### config.mk
export PLATFORM = sky130hd
export DESIGN_NAME = nas_supervisor
export DESIGN_NICKNAME = d
export VERILOG_FILES = /design/src/hdl/nas_pkg.sv /design/src/hdl/nas_supervisor.sv
export SDC_FILE = /design/constraint.sdc
export NUM_CORES = 1
export LEC_CHECK = 0
export ABC_CLOCK_PERIOD_IN_PS = 3670
export BUFFER_PORTS_ARGS = -buffer_cell sky130_fd_sc_hd__buf_4
export CORE_MARGIN = 3
export CORE_UTILIZATION = 51
export CTS_CLUSTER_SIZE = 24
export DETAILED_ROUTE_END_ITERATION = 10
export HOLD_SLACK_MARGIN = 0.05
export PLACE_DENSITY_LB_ADDON = 0.05
export SETUP_SLACK_MARGIN = 0.2
export SKIP_CTS_REPAIR_TIMING = 1
export SLEW_MARGIN = 20
export SYNTH_ARGS = -nofsm -noshare
export SYNTH_HDL_FRONTEND = slang
export SYNTH_SLANG_ARGS = --single-unit
### constraint.sdc
create_clock -name pclk -period 3.67 [get_ports pclk]
set_clock_uncertainty 0.2 [all_clocks]
set_input_delay 0 -clock pclk [delete_from_list [all_inputs] [get_ports pclk]]
set_output_delay 0 -clock pclk [all_outputs]
set_load 0.1 [all_outputs]
### src/hdl/nas_pkg.sv
// Constants, message codes and carrier types of the navigation alarm supervisor.
// Assumes a 10 MHz APB clock; all alarm timing runs off a derived one-second tick.
package nas_pkg;

  // ----------------------------------------------------------------
  // Timing
  // ----------------------------------------------------------------
  localparam int CLK_HZ          = 10_000_000;
  localparam int TICK_S          = 1;
  localparam int TICK_CYCLES     = TICK_S * CLK_HZ;
  localparam int POS_TIMEOUT_S   = 2;
  localparam int HDG_TIMEOUT_S   = 60;
  localparam int WDOG_TIMEOUT_S  = 2;

  // ----------------------------------------------------------------
  // Position validity
  // ----------------------------------------------------------------
  localparam logic [4:0] SAT_MIN       = 5'h04;
  localparam logic [4:0] SAT_MIN_AIDED = 5'h03;
  localparam logic [7:0] HDOP_RST      = 8'h04;

  // ----------------------------------------------------------------
  // Register map (byte addresses)
  // ----------------------------------------------------------------
  localparam logic [11:0] OFS_CTRL = 12'h000;
  localparam logic [11:0] OFS_HDOP = 12'h004;
  localparam logic [11:0] OFS_STAT = 12'h008;
  localparam logic [11:0] OFS_WDOG = 12'h00C;

  localparam int CB_HDG_EN  = 0;
  localparam int CB_POS_EN  = 1;
  localparam int CB_SOUND   = 2;
  localparam int CB_RESPOND = 3;
  localparam int CB_HDG_INV = 4;
  localparam int CB_ALL_ON  = 5;
  localparam int CB_ALL_OFF = 6;
  localparam int CB_WDOG_EN = 7;

  localparam logic HDG_EN_RST  = 1'b1;
  localparam logic POS_EN_RST  = 1'b1;
  localparam logic SOUND_RST   = 1'b1;
  localparam logic RESPOND_RST = 1'b1;
  localparam logic HDG_INV_RST = 1'b0;

  localparam logic [15:0] WDOG_KEY = 16'hA5C3;

  // Alarm index within the three-bit alarm vectors
  localparam int AL_POS = 0;
  localparam int AL_HDG = 1;
  localparam int AL_NOD = 2;

  typedef enum logic [2:0] {
    MSG_NONE,
    MSG_POS,
    MSG_HDG,
    MSG_POS_HDG,
    MSG_NODATA,
    MSG_RESTART
  } nas_msg_type;

  typedef struct packed {
    logic        data_strobe;  // One-cycle pulse per sensor message
    logic [4:0]  sat_count;
    logic [7:0]  hdop;
    logic        height_aid;
    logic        fix_ok;
    logic        hdg_reduced;
    logic        hdg_invalid;
    logic [47:0] pos;
    logic [16:0] fix_time;
    logic [15:0] heading;
  } nas_sensor_type;

  typedef struct packed {
    logic [47:0] pos;
    logic [16:0] fix_time;
    logic [15:0] heading;
    logic        heading_valid;
  } nas_nav_type;

endpackage

### src/hdl/nas_supervisor.sv
// Alarm supervisor: detects no-data, position and heading alarms, drives the
// alarm switch, sounder and message latch, freezes or blanks nav outputs,
// and runs a hardware watchdog. Assumes sensor inputs come from logic on pclk
// and the two page buttons come straight from pins.
`timescale 1ns/10ps

// Notes on behaviour
// Three alarms: position, heading, lack of data, each with own condition.
// Separate heading and position enables; enable-all and disable-all commands.
// No-data alarm is enabled whenever any other alarm is enabled.
// Sounder on while alarm persists and unacknowledged, only if sound enabled.
// Installer wires alarm switch to external panel, silences display sounder.
// No-data alarm when no sensor data arrived in the last second.
// Position alarm when position invalid: too few satellites or HDOP over limit.
// HDOP limit resets to 4 and is writable.
// Heading alarm on reduced or on invalid heading, chosen by a setting.
// After power-up alarm switch active until position and heading valid; restart message.
// Alarm message stays latched until either page button is pressed.
// During heading alarm, heading is blanked and not emitted.
// During position alarm, last valid position and fix time are held.
// With alarm response off, no alarm is ever raised.
// Position alarm after two seconds without valid position.
// Heading alarm sixty seconds after heading turned bad.
// Both position and heading alarms give one combined message.
// Restart message at power-up and after watchdog restart.
// Hardware watchdog restarts the system when software stops servicing it.
// After watchdog restart alarm switch signals alarm within five seconds.
// Any button press silences sounder; visual alarm stays until fault clears.
// Position invalid below 4 satellites, or below 3 with height aiding.
// One-second tick times all alarms; timers restart when condition is valid.
// A new alarm re-arms sounder and message latch despite earlier acknowledge.
module nas_supervisor
  import nas_pkg::*;
#(
  parameter int TICK_CYCLES_P = TICK_CYCLES
) (
  input  wire logic           pclk,                  // APB clock, 10 MHz
  input  wire logic           presetn,               // Async reset, active low
  input  wire logic           psel,                  // APB select
  input  wire logic           penable,               // APB enable
  input  wire logic           pwrite,                // APB write
  input  wire logic [11:0]    paddr,                 // APB byte address
  input  wire logic [31:0]    pwdata,                // APB write data
  output logic      [31:0]    prdata,                // APB read data
  output logic                pready,                // APB ready
  output logic                pslverr,               // APB error, unmapped
  input  wire nas_sensor_type sens,                  // Sensor status and data
  input  wire logic           heading_page_button,   // Button pin, high = pressed
  input  wire logic           position_page_button,  // Button pin, high = pressed
  output nas_nav_type         nav,                   // Navigation outputs
  output logic                alarm_switch,          // To external alarm panel
  output logic                sounder,               // Audible alarm
  output logic                visual_alarm,          // Any alarm persists
  output logic                msg_pending,           // Alarm text latched
  output nas_msg_type         msg_code,              // Latched message
  output logic                sys_restart            // Watchdog restart pulse
);

  // ----------------------------------------------------------------
  // State
  // ----------------------------------------------------------------
  typedef struct packed {
    logic [2:0]  btn_h;
    logic [2:0]  btn_p;
    logic        lvl_h;
    logic        lvl_p;
    logic [23:0] tick_cnt;
    logic        seen;
    logic        nodata;
    logic [5:0]  pos_cnt;
    logic [6:0]  hdg_cnt;
    logic [2:0]  act;
    logic        acked;
    logic        hold;
    logic        hdg_en;
    logic        pos_en;
    logic        sound_en;
    logic        respond;
    logic        hdg_inv;
    logic        wd_en;
    logic [5:0]  wd_cnt;
    logic [7:0]  hdop_lim;
    logic [31:0] prdata;
    logic        pready;
    logic        pslverr;
    nas_nav_type nav;
    logic        alarm_switch;
    logic        sounder;
    logic        visual;
    logic        msg_pending;
    nas_msg_type msg_code;
    logic        sys_restart;
  } nas_state_type;

  nas_state_type q;
  nas_state_type d;

  // ----------------------------------------------------------------
  // Helpers
  // ----------------------------------------------------------------
  function automatic logic addr_hit(input logic [11:0] a);
    logic h;
    h = 1'b0;
    if (a == OFS_CTRL) begin
      h = 1'b1;
    end else if (a == OFS_HDOP) begin
      h = 1'b1;
    end else if (a == OFS_STAT) begin
      h = 1'b1;
    end else if (a == OFS_WDOG) begin
      h = 1'b1;
    end
    return h;
  endfunction

  function automatic nas_msg_type msg_of(input logic [2:0] a);
    nas_msg_type m;
    m = MSG_NONE;
    if (a[AL_POS] && a[AL_HDG]) begin
      m = MSG_POS_HDG;
    end else if (a[AL_POS]) begin
      m = MSG_POS;
    end else if (a[AL_HDG]) begin
      m = MSG_HDG;
    end else if (a[AL_NOD]) begin
      m = MSG_NODATA;
    end
    return m;
  endfunction

  // ----------------------------------------------------------------
  // Next state
  // ----------------------------------------------------------------
  logic        tick;
  logic        press;
  logic        sat_ok;
  logic        pos_ok;
  logic        hdg_bad;
  logic [2:0]  cond;
  logic [2:0]  en;
  logic [2:0]  act;
  logic        acc;
  logic [31:0] rd;

  always_comb begin
    d = q;
    d.sys_restart = 1'b0;

    // ----------------------
    // Button synchronisers; a level change counts once stages two and three agree
    // ----------------------
    // Levels start low like released pins, so reset gives no false press
    d.btn_h = {q.btn_h[1:0], heading_page_button};
    d.btn_p = {q.btn_p[1:0], position_page_button};
    if (q.btn_h[1] == q.btn_h[2]) begin
      d.lvl_h = q.btn_h[2];
    end
    if (q.btn_p[1] == q.btn_p[2]) begin
      d.lvl_p = q.btn_p[2];
    end
    press = (q.btn_h[1] & q.btn_h[2] & ~q.lvl_h) | (q.btn_p[1] & q.btn_p[2] & ~q.lvl_p);

    // ----------------------
    // One-second timebase
    // ----------------------
    // Shared by every alarm timer so all timeouts step together
    tick = (q.tick_cnt == 24'(TICK_CYCLES_P - 1));
    d.tick_cnt = tick ? 24'h00_0000 : q.tick_cnt + 24'h00_0001;

    // ----------------------
    // Sensor arrival over the last second
    // ----------------------
    if (tick) begin
      d.nodata = ~(q.seen | sens.data_strobe);
      d.seen   = 1'b0;
    end else if (sens.data_strobe) begin
      d.seen = 1'b1;
    end

    // ----------------------
    // Position validity and its timer
    // ----------------------
    // Timers saturate at their timeout so they cannot wrap back to quiet
    sat_ok = sens.sat_count >= (sens.height_aid ? SAT_MIN_AIDED : SAT_MIN);
    pos_ok = sens.fix_ok & sat_ok & (sens.hdop <= q.hdop_lim);
    if (pos_ok) begin
      d.pos_cnt = 6'h00;
    end else if (tick && q.pos_cnt != 6'(POS_TIMEOUT_S)) begin
      d.pos_cnt = q.pos_cnt + 6'h01;
    end

    // ----------------------
    // Heading validity and its timer
    // ----------------------
    hdg_bad = q.hdg_inv ? sens.hdg_invalid : (sens.hdg_reduced | sens.hdg_invalid);
    if (!hdg_bad) begin
      d.hdg_cnt = 7'h00;
    end else if (tick && q.hdg_cnt != 7'(HDG_TIMEOUT_S)) begin
      d.hdg_cnt = q.hdg_cnt + 7'h01;
    end

    // ----------------------
    // Alarm conditions, enables and response gate
    // ----------------------
    // Response off masks every alarm, so sounder and visual alarm stay off; the hold can still drive alarm_switch
    cond[AL_POS] = (q.pos_cnt == 6'(POS_TIMEOUT_S));
    cond[AL_HDG] = (q.hdg_cnt == 7'(HDG_TIMEOUT_S));
    cond[AL_NOD] = q.nodata;
    en[AL_POS]   = q.pos_en;
    en[AL_HDG]   = q.hdg_en;
    en[AL_NOD]   = q.pos_en | q.hdg_en;
    act          = q.respond ? (cond & en) : 3'h0;
    d.act        = act;

    // ----------------------
    // Message latch and acknowledge; a new alarm beats a press in the same cycle
    // ----------------------
    if (|(act & ~q.act)) begin
      d.msg_pending = 1'b1;
      d.acked       = 1'b0;
      d.msg_code    = msg_of(act);
    end else if (press) begin
      d.msg_pending = 1'b0;
      d.acked       = 1'b1;
    end else if (q.msg_pending && q.msg_code != MSG_RESTART && act != 3'h0) begin
      d.msg_code = msg_of(act);
    end

    // ----------------------
    // Power-up hold of the alarm switch
    // ----------------------
    // Uses both heading flags, whatever the heading alarm mode
    if (pos_ok && !(sens.hdg_reduced | sens.hdg_invalid)) begin
      d.hold = 1'b0;
    end

    d.sounder      = q.sound_en & (|act) & ~d.acked;
    d.visual       = |act;
    d.alarm_switch = (|act) | d.hold;

    // ----------------------
    // Navigation outputs
    // ----------------------
    // Position is held on any invalid sample, alarm enabled or not
    if (pos_ok) begin
      d.nav.pos      = sens.pos;
      d.nav.fix_time = sens.fix_time;
    end
    d.nav.heading       = act[AL_HDG] ? 16'h0000 : sens.heading;
    d.nav.heading_valid = ~act[AL_HDG];

    // ----------------------
    // APB slave: one wait state, write commits at the completing edge
    // ----------------------
    // Read data is held between transfers; only the ready cycle counts
    acc = psel & penable;
    rd  = 32'h0000_0000;
    if (paddr == OFS_CTRL) begin
      rd[CB_HDG_EN]  = q.hdg_en;
      rd[CB_POS_EN]  = q.pos_en;
      rd[CB_SOUND]   = q.sound_en;
      rd[CB_RESPOND] = q.respond;
      rd[CB_HDG_INV] = q.hdg_inv;
      rd[CB_WDOG_EN] = q.wd_en;
    end else if (paddr == OFS_HDOP) begin
      rd[7:0] = q.hdop_lim;
    end else if (paddr == OFS_STAT) begin
      rd[2:0] = q.act;
      rd[3]   = q.sounder;
      rd[4]   = q.alarm_switch;
      rd[5]   = q.msg_pending;
      rd[8:6] = q.msg_code;
      rd[9]   = q.hold;
      rd[10]  = q.acked;
    end else if (paddr == OFS_WDOG) begin
      rd[5:0] = q.wd_cnt;
    end
    d.pready  = 1'b0;
    d.pslverr = 1'b0;
    if (acc && !q.pready) begin
      d.pready  = 1'b1;
      d.pslverr = ~addr_hit(paddr);
      d.prdata  = pwrite ? 32'h0000_0000 : rd;
    end

    // ----------------------
    // Watchdog counts seconds once armed
    // ----------------------
    // The enable is sticky so software cannot quietly disarm it
    if (q.wd_en && tick) begin
      d.wd_cnt = q.wd_cnt + 6'h01;
    end

    if (acc && q.pready && pwrite) begin
      if (paddr == OFS_CTRL) begin
        d.hdg_en   = pwdata[CB_HDG_EN];
        d.pos_en   = pwdata[CB_POS_EN];
        d.sound_en = pwdata[CB_SOUND];
        d.respond  = pwdata[CB_RESPOND];
        d.hdg_inv  = pwdata[CB_HDG_INV];
        d.wd_en    = q.wd_en | pwdata[CB_WDOG_EN];
        if (pwdata[CB_ALL_ON]) begin
          d.hdg_en = 1'b1;
          d.pos_en = 1'b1;
        end else if (pwdata[CB_ALL_OFF]) begin
          d.hdg_en = 1'b0;
          d.pos_en = 1'b0;
        end
      end else if (paddr == OFS_HDOP) begin
        d.hdop_lim = pwdata[7:0];
      end else if (paddr == OFS_WDOG && pwdata[15:0] == WDOG_KEY) begin
        d.wd_cnt = 6'h00;
      end
    end

    // ----------------------
    // Watchdog expiry restarts the alarm state as at power-up; control, HDOP limit and nav outputs keep their values
    // ----------------------
    // Placed last so it overrides the timer, alarm, message and watchdog updates above in this cycle
    if (q.wd_cnt == 6'(WDOG_TIMEOUT_S)) begin
      d.sys_restart  = 1'b1;
      d.wd_cnt       = 6'h00;
      d.seen         = 1'b0;
      d.nodata       = 1'b0;
      d.pos_cnt      = 6'h00;
      d.hdg_cnt      = 7'h00;
      d.act          = 3'h0;
      d.hold         = 1'b1;
      d.alarm_switch = 1'b1;
      d.msg_pending  = 1'b1;
      d.msg_code     = MSG_RESTART;
      d.acked        = 1'b0;
      d.sounder      = 1'b0;
      d.visual       = 1'b0;
    end
  end

  // ----------------------------------------------------------------
  // Registers
  // ----------------------------------------------------------------
  always_ff @(posedge pclk or negedge presetn) begin
    if (!presetn) begin
      q              <= '0;
      q.hdg_en       <= HDG_EN_RST;
      q.pos_en       <= POS_EN_RST;
      q.sound_en     <= SOUND_RST;
      q.respond      <= RESPOND_RST;
      q.hdg_inv      <= HDG_INV_RST;
      q.hdop_lim     <= HDOP_RST;
      q.hold         <= 1'b1;
      q.alarm_switch <= 1'b1;
      q.msg_pending  <= 1'b1;
      q.msg_code     <= MSG_RESTART;
    end else begin
      q <= d;
    end
  end

  // ----------------------------------------------------------------
  // Outputs
  // ----------------------------------------------------------------
  assign prdata       = q.prdata;
  assign pready       = q.pready;
  assign pslverr      = q.pslverr;
  assign nav          = q.nav;
  assign alarm_switch = q.alarm_switch;
  assign sounder      = q.sounder;
  assign visual_alarm = q.visual;
  assign msg_pending  = q.msg_pending;
  assign msg_code     = q.msg_code;
  assign sys_restart  = q.sys_restart;

endmodule

==> results of run 1 <==
[logic make-up (layout without fill, tap and decap cells)]
family          after synthesis  count (layout)
simple gates                198             198
flops                       175             175
buf+inv                     161             411
mux                          83              83
compound gates               65              65
xor+xnor                     32              32
fa+ha+maj                    20              20
other cells                   1              21
[how the worst max path moves through the flow]
| stage | from | endpoint | slack [ps] | cells after the start |
|---|---|---|---|---|
| after floorplan | q[126] | nav[33] | 1120 | 8 |
| after global placement | q[149] | msg_code[1] | 1040 | 7 |
| after detailed placement | q[149] | msg_code[1] | 990 | 7 |
| after CTS | q[149] | msg_code[1] | 970 | 7 |
| after global routing | q[132] | q[144] | 540 | 8 |
| final | q[132] | q[144] | 700 | 8 |
[power groups by stage]
stage               registers (mW)  logic (mW)  clock network (mW)
floorplan                     2.13        1.24                   0
global placement              2.13        1.43                   0
detailed placement            2.14        1.44                   0
CTS                           2.10        1.44                1.93
global route                  2.12        1.58                2.01
finish                        2.10        1.53                1.90
[worst register-to-register path, stage by stage (launching register included)]
cell	delay (ps)
dfrtp_1	400
inv_1	110
ha_1	160
nand2b_1	50
or4_1	560
inv_1	490
or3_1	200
dlygate4sd3_1	600
o22a_1	150
[routing by layer]
metal	wire, um	track usage	vias up
met3	1100	0.0446	23
met4	250	0.0745	0
met5	0	0	-
li1	-	-	2926
met2	10300	0.338	195
met1	8110	0.252	3060
[stage by stage]
step	utilization	hold slack [ps]	instances	instance area (sq um)	setup slack (ps)
6_report	0.713	4.21	1221	11500	697
5_1_grt	0.713	54.7	1221	11500	542
4_1_cts	0.645	-539	1111	10400	968
3_5_place_dp	0.606	-89.4	1079	9770	986
3_3_place_gp	0.606	-89.4	1079	9770	1040
2_1_floorplan	-	-496	755	8590	1120
[area by class of cell]
type                       instances  area share
multi-input combinational        419       0.275
clock buffer                      22      0.0404
tap                              216      0.0235
inverter                          26     0.00849
timing repair buffer             353       0.257
sequential                       175       0.382
clock inverter                    10      0.0139
[registers in the layout (all words and copies together), names as in the netlist]
register / count
pslverr: 1
visual_alarm: 1
sys_restart: 1
pready: 1
cond: 1
d: 4
msg_pending: 1
nav: 82
en: 2
alarm_switch: 1
msg_code: 3
q: 65
sounder: 1
prdata: 11
[synth_stat cells (all sizes together) (4+ instances only)]
master	number
dfrtp	165
clkbuf	14
nand4	17
ha	20
xnor2	13
mux2i	5
o21ai	22
and4	4
nor4	9
and3	10
or3	4
mux2	73
dfstp	10
nand2	39
nor3	8
inv	26
and2	22
nor2	35
nand3	20
a22o	13
nor2b	6
mux4	5
a21oi	14
xor2	19
buf	121
==> flow_summary.yaml, run 1 <==
run_status:
  status: "complete, no violations"
drt:
  drt_iter0_markers: 277
  drc: 0
  via_per_inst: 5.08
  dr.pass1.iters: 4
  drt.antenna.violating_nets: 0
  routedWlPerCell_um: 16.2
  wl_um: 19700
  route.vias.total: 6204
finish:
  layout.cells.most_common_list: "buf_4 (240), dfrtp_1 (165), dlygate4sd3_1 (110)"
  nets: 1162
  n_antenna_cell: 0
  final_common_cell: "buf_4"
  multi_input_area_sq_um: 3160
  drive_above_1_share: 0.374
  regArea_sq_um: 4390
  fillers: 1147
  area_delta_synth_final_pct: 34.9
logic_synthesis:
  synthDistinctLibCells: 61
  synth-seq-area-share: 0.516
  yosysTopAreaCell: "dfrtp_1"
  ys_ff_latch: 175
  synthSimpleGateAreaFrac: 0.132
  synth_top_family_by_area: "simple AND/OR/NAND/NOR gates"
  synthMuxAreaShare: 0.116
  syn_area_sq_um: 8520
  synth_cells: 735
  synth_top_area_frac: 0.485
  synth_top_flop_cell: "dfrtp_1"
  async_reset_ff_frac: 1.00
  ys.warnings.count: 0
  synth.avg_cell_area_sq_um: 11.6
  synth_xor_area_frac: 0.0329
  synth-edff-count: 0
  synth_compound_area_frac: 0.0510
  synthAdderAreaFrac: 0.0294
  synthTopCellsByArea: "dfrtp_1 (48%), buf_4 (10%), mux2_2 (9.7%)"
sta:
  fin_crit_ps: 2970
  hold_viol_final: 0
  fmax_ghz: 0.336
  slew_viol_final: 0
  rsz0062_at_grt: "no"
  setup_violations: 0
  max_slew_margin: 0.458
  tightest_slew_ps: 813
  fin_setup_tns_ps: 0
  fin_crit_sh: 0.810
critical_path:
  crit_family: "buffers and inverters"
  critPathArrivalTime_ps: 3140
  reg2reg_setup_slack_ps: 700
  path_cells: "inv_1 -> ha_1 -> nand2b_1 -> or4_1 -> inv_1 -> or3_1 -> dlygate4sd3_1 -> o22a_1"
  cp_common_cell: "inv_1"
  start_kind: "flop"
  worst_path_max_delay_cell: "dlygate4sd3_1"
  rr_startpoint: "q[132]"
  end_kind: "flop"
  r2r-end: "q[144]"
  slowest_delay_ps: 600
  critPathKind: "reg -> reg"
  path_buf_inv: 3
  cp_max_fo: 17
  worstPathRequired_ps: 3840
  worstRegToRegCells: 8
power:
  switchingPower_mw: 1.90
  vdd_drop_max_mv: 0.434
  p_seq_frac: 0.380
  p_comb_frac: 0.277
  switching_share: 0.343
  p_total_mw: 5.53
  p_leak_nw: 5.47
  power_density_nw_per_um2: 481
  intPower_mw: 3.63
  clock_power_share: 0.343
global_routing:
  antenna_found_initial: 0
  grt_pass1_wl_um: 28900
  grt_usage: 0.200
  grt_start_max_net_pins: 87
  grt-ovfl-total: 0
  grt_pass1_vias: 5835
cts:
  cts_max_path_buffers: 2
  htreeDepth: 4
  clkTransAtPathRegs_ps: 60
  clock-root-buffer: "clkbuf_16"
  cts-buffers-inserted: 17
  cts_tree: "built"
  cts.sinks: 175
  clkLatencyLatePin_ps: 430
floorplan:
  core-area_sq_um: 16100
  die_x_um: 135
  die-area_sq_um: 18300
  rows: 46
  start_util: 0.529
  die_h_um: 135
  pin_count: 274
worst_hold_path:
  min_path_type: "in -> async"
placement:
  io_buffers: 236
  gp_congestion: 0.844
  dp_hpwl_um: 13400
job:
  maxCapViolations: 0
Note: power is estimated with default switching activity, not from simulation.
==> run 2: changes to the inputs <==
ABC_AREA = 1   (was default)
ABC_CLOCK_PERIOD_IN_PS = 3080   (was 3670)
CORE_UTILIZATION = 53   (was 51)
clock period = 3.08 ns   (was 3.67 ns; I/O delays follow)
==> run 2 against run 1 <==
Final cell count grew 36%. Wire length increased by 21%. Critical endpoint is now nav[34]. Register-to-register slack got worse by 230 ps. Total power grew 19%. Area after synthesis is 13% higher.
==> flow_summary.yaml, run 2 <==
floorplan:
  core-area_sq_um: 17500
  pin_count: 274
  start_util: 0.548
  die_h_um: 141
  die_x_um: 141
  die-area_sq_um: 19800
  rows: 48
logic_synthesis:
  syn_area_sq_um: 9600
  ys.warnings.count: 0
  yosysTopAreaCell: "dfrtp_1"
  synth_cells: 1166
  synthMostInstantiatedCell: "nand2_1"
  synth_top_area_frac: 0.430
  synthTopCellsByArea: "dfrtp_1 (43%), nand2_1 (12%), buf_4 (9.5%)"
  ys_top_cells_by_count: "nand2_1 (306), dfrtp_1 (165), inv_1 (133)"
  async_reset_ff_frac: 1.00
  synthDistinctLibCells: 43
  synth-seq-area-share: 0.457
  synth-edff-count: 0
  ys_ff_latch: 175
  synth.avg_cell_area_sq_um: 8.24
  synth_top_flop_cell: "dfrtp_1"
sta:
  fin_crit_ps: 2620
  setup_violations: 0
  tightest_slew_ps: 707
  max_slew_margin: 0.529
  fmax_ghz: 0.382
  slew_viol_final: 0
  fin_crit_sh: 0.850
  fin_setup_tns_ps: 0
  rsz0062_at_grt: "no"
  hold_viol_final: 0
drt:
  drt_iter0_markers: 420
  via_per_inst: 4.85
  route.vias.total: 8082
  wl_um: 23900
  drc: 0
  routedWlPerCell_um: 14.4
  drt.antenna.violating_nets: 0
  dr.pass1.iters: 5
finish:
  area_delta_synth_final_pct: 31.5
  layout.cells.most_common_list: "nand2_1 (305), buf_4 (239), dfrtp_1 (165)"
  nets: 1597
  final_common_cell: "nand2_1"
  drive_above_1_share: 0.241
  fillers: 1347
  n_antenna_cell: 0
  layout.cells.non_filler: 1665
  largest_register_ff_count: 82
placement:
  io_buffers: 236
  dp_hpwl_um: 15900
  gp_congestion: 0.890
  dp_cells: 1506
power:
  vdd_drop_max_mv: 0.471
  power_density_nw_per_um2: 521
  p_leak_nw: 6.82
global_routing:
  use_met2: 0.360
  gr-usage-met1: 0.297
  grt_start_max_net_pins: 78
  grt_pass1_wl_um: 36200
  grt_busiest_layer: "met2"
  antenna_found_initial: 0
  grt_usage: 0.224
  grt.met3_usage: 0.0546
  grt_pass1_vias: 7304
  grt-ovfl-total: 0
critical_path:
  cp_common_cell: "nand2_1"
  worstPathRequired_ps: 3240
  crit_family: "buffers and inverters"
  path_cells: "inv_1 -> ha_1 -> nand2_1 -> inv_1 -> nand2_1 -> nand2_1 -> nand2_1 -> nand2_1 -> nand2_2 -> buf_12 -> nand3_1 -> nand2_1 -> dlygate4sd3_1"
  slowest_delay_ps: 540
  cp_max_fo: 66
  start_kind: "flop"
  critPathKind: "reg -> reg"
  path_buf_inv: 4
  worst_path_max_delay_cell: "dlygate4sd3_1"
  end_kind: "flop"
  critPathArrivalTime_ps: 2780
cts:
  htreeDepth: 4
  clkLatencyLatePin_ps: 430
  cts_max_path_buffers: 2
  clkTransAtPathRegs_ps: 70
  cts-buffers-inserted: 17
  cts.sinks: 175
  cts_tree: "built"
  clock-root-buffer: "clkbuf_16"
worst_hold_path:
  min_path_type: "in -> reg"
job:
  maxCapViolations: 0
run_status:
  status: "complete, no violations"
==> run 2: cell types whose count changed after synthesis, sizes merged, moves of 22 or more <==
| cell | delta |
|---|---|
| inv | +116 |
| mux2 | -71 |
| nand3 | +113 |
| buf | +24 |
| o21ai | +22 |
| nand2 | +281 |
| nor2 | +47 |
| and2 | -22 |
==> run 2: final timing paths <==
check                              start      end  slack, ps  depth (start not counted)
worst min-delay path            sens[83]  nav[39]        0.2                          6
max in group asynchronous        presetn    en[0]       1490                          4
worst min register to register    d[191]   d[192]        150                          0
min in group asynchronous        presetn   nav[3]        440                          3
worst max-delay path              q[126]  nav[34]        460                         13
worst max register to register    q[126]  nav[34]        460                         13
==> run 2: area by class of cell <==
class                           instances  area, sq um  area share
Clock inverter                         11          129      0.0102
Inverter                              144          551      0.0436
Tap cell                              225          282      0.0223
Clock buffer                           21          480      0.0380
Sequential cell                       175         4390       0.348
Timing Repair Buffer                  370         3150       0.249
Multi-Input combinational cell        719         3650       0.289
==> run 2: power breakdown <==
| group | switching [mW] | internal (mW) |
|---|---|---|
| sequential | 0.0712 | 2.44 |
| combinational | 1.39 | 0.469 |
| clock | 0.926 | 1.29 |
| total | 2.38 | 4.20 |
==> run 2: metrics by stage <==
step                      total power [mW]   util  setup slack, ps  hold slack [ps]  area [sq um]
after floorplan                       4.00      -              875             -496          9680
after global placement                4.25  0.613              732             -108         10700
after detailed placement              4.26  0.613              707             -109         10700
after CTS                             6.48  0.647              686             -573         11400
after global routing                  6.81  0.720              321             68.6         12600
final                                 6.58  0.720              463            0.204         12600
==> run 2: logic make-up after synthesis <==
group,count (synthesis),synth area share
AO/OA/AOI/OAI,59,0.0345
XOR/XNOR,24,0.0219
adder cells (fa/ha/maj),20,0.0261
buffers and inverters,292,0.170
flip-flops,175,0.457
multiplexers,2,0.00235
other,1,0.000391
AND/OR/NAND/NOR,593,0.287
==> run 2: layer usage <==
layer  share of wire  routed length, um
met1            0.43              10300
met2            0.49              11800
met3           0.050               1200
met4           0.024                574
met5               0                  0
==> run 2: worst min-delay path, cell delays in order <==
cell and delay [ps]:
buf_4 80, nand2_1 60, inv_2 70, nand2_2 220
nand2_1 130, nand2_1 40
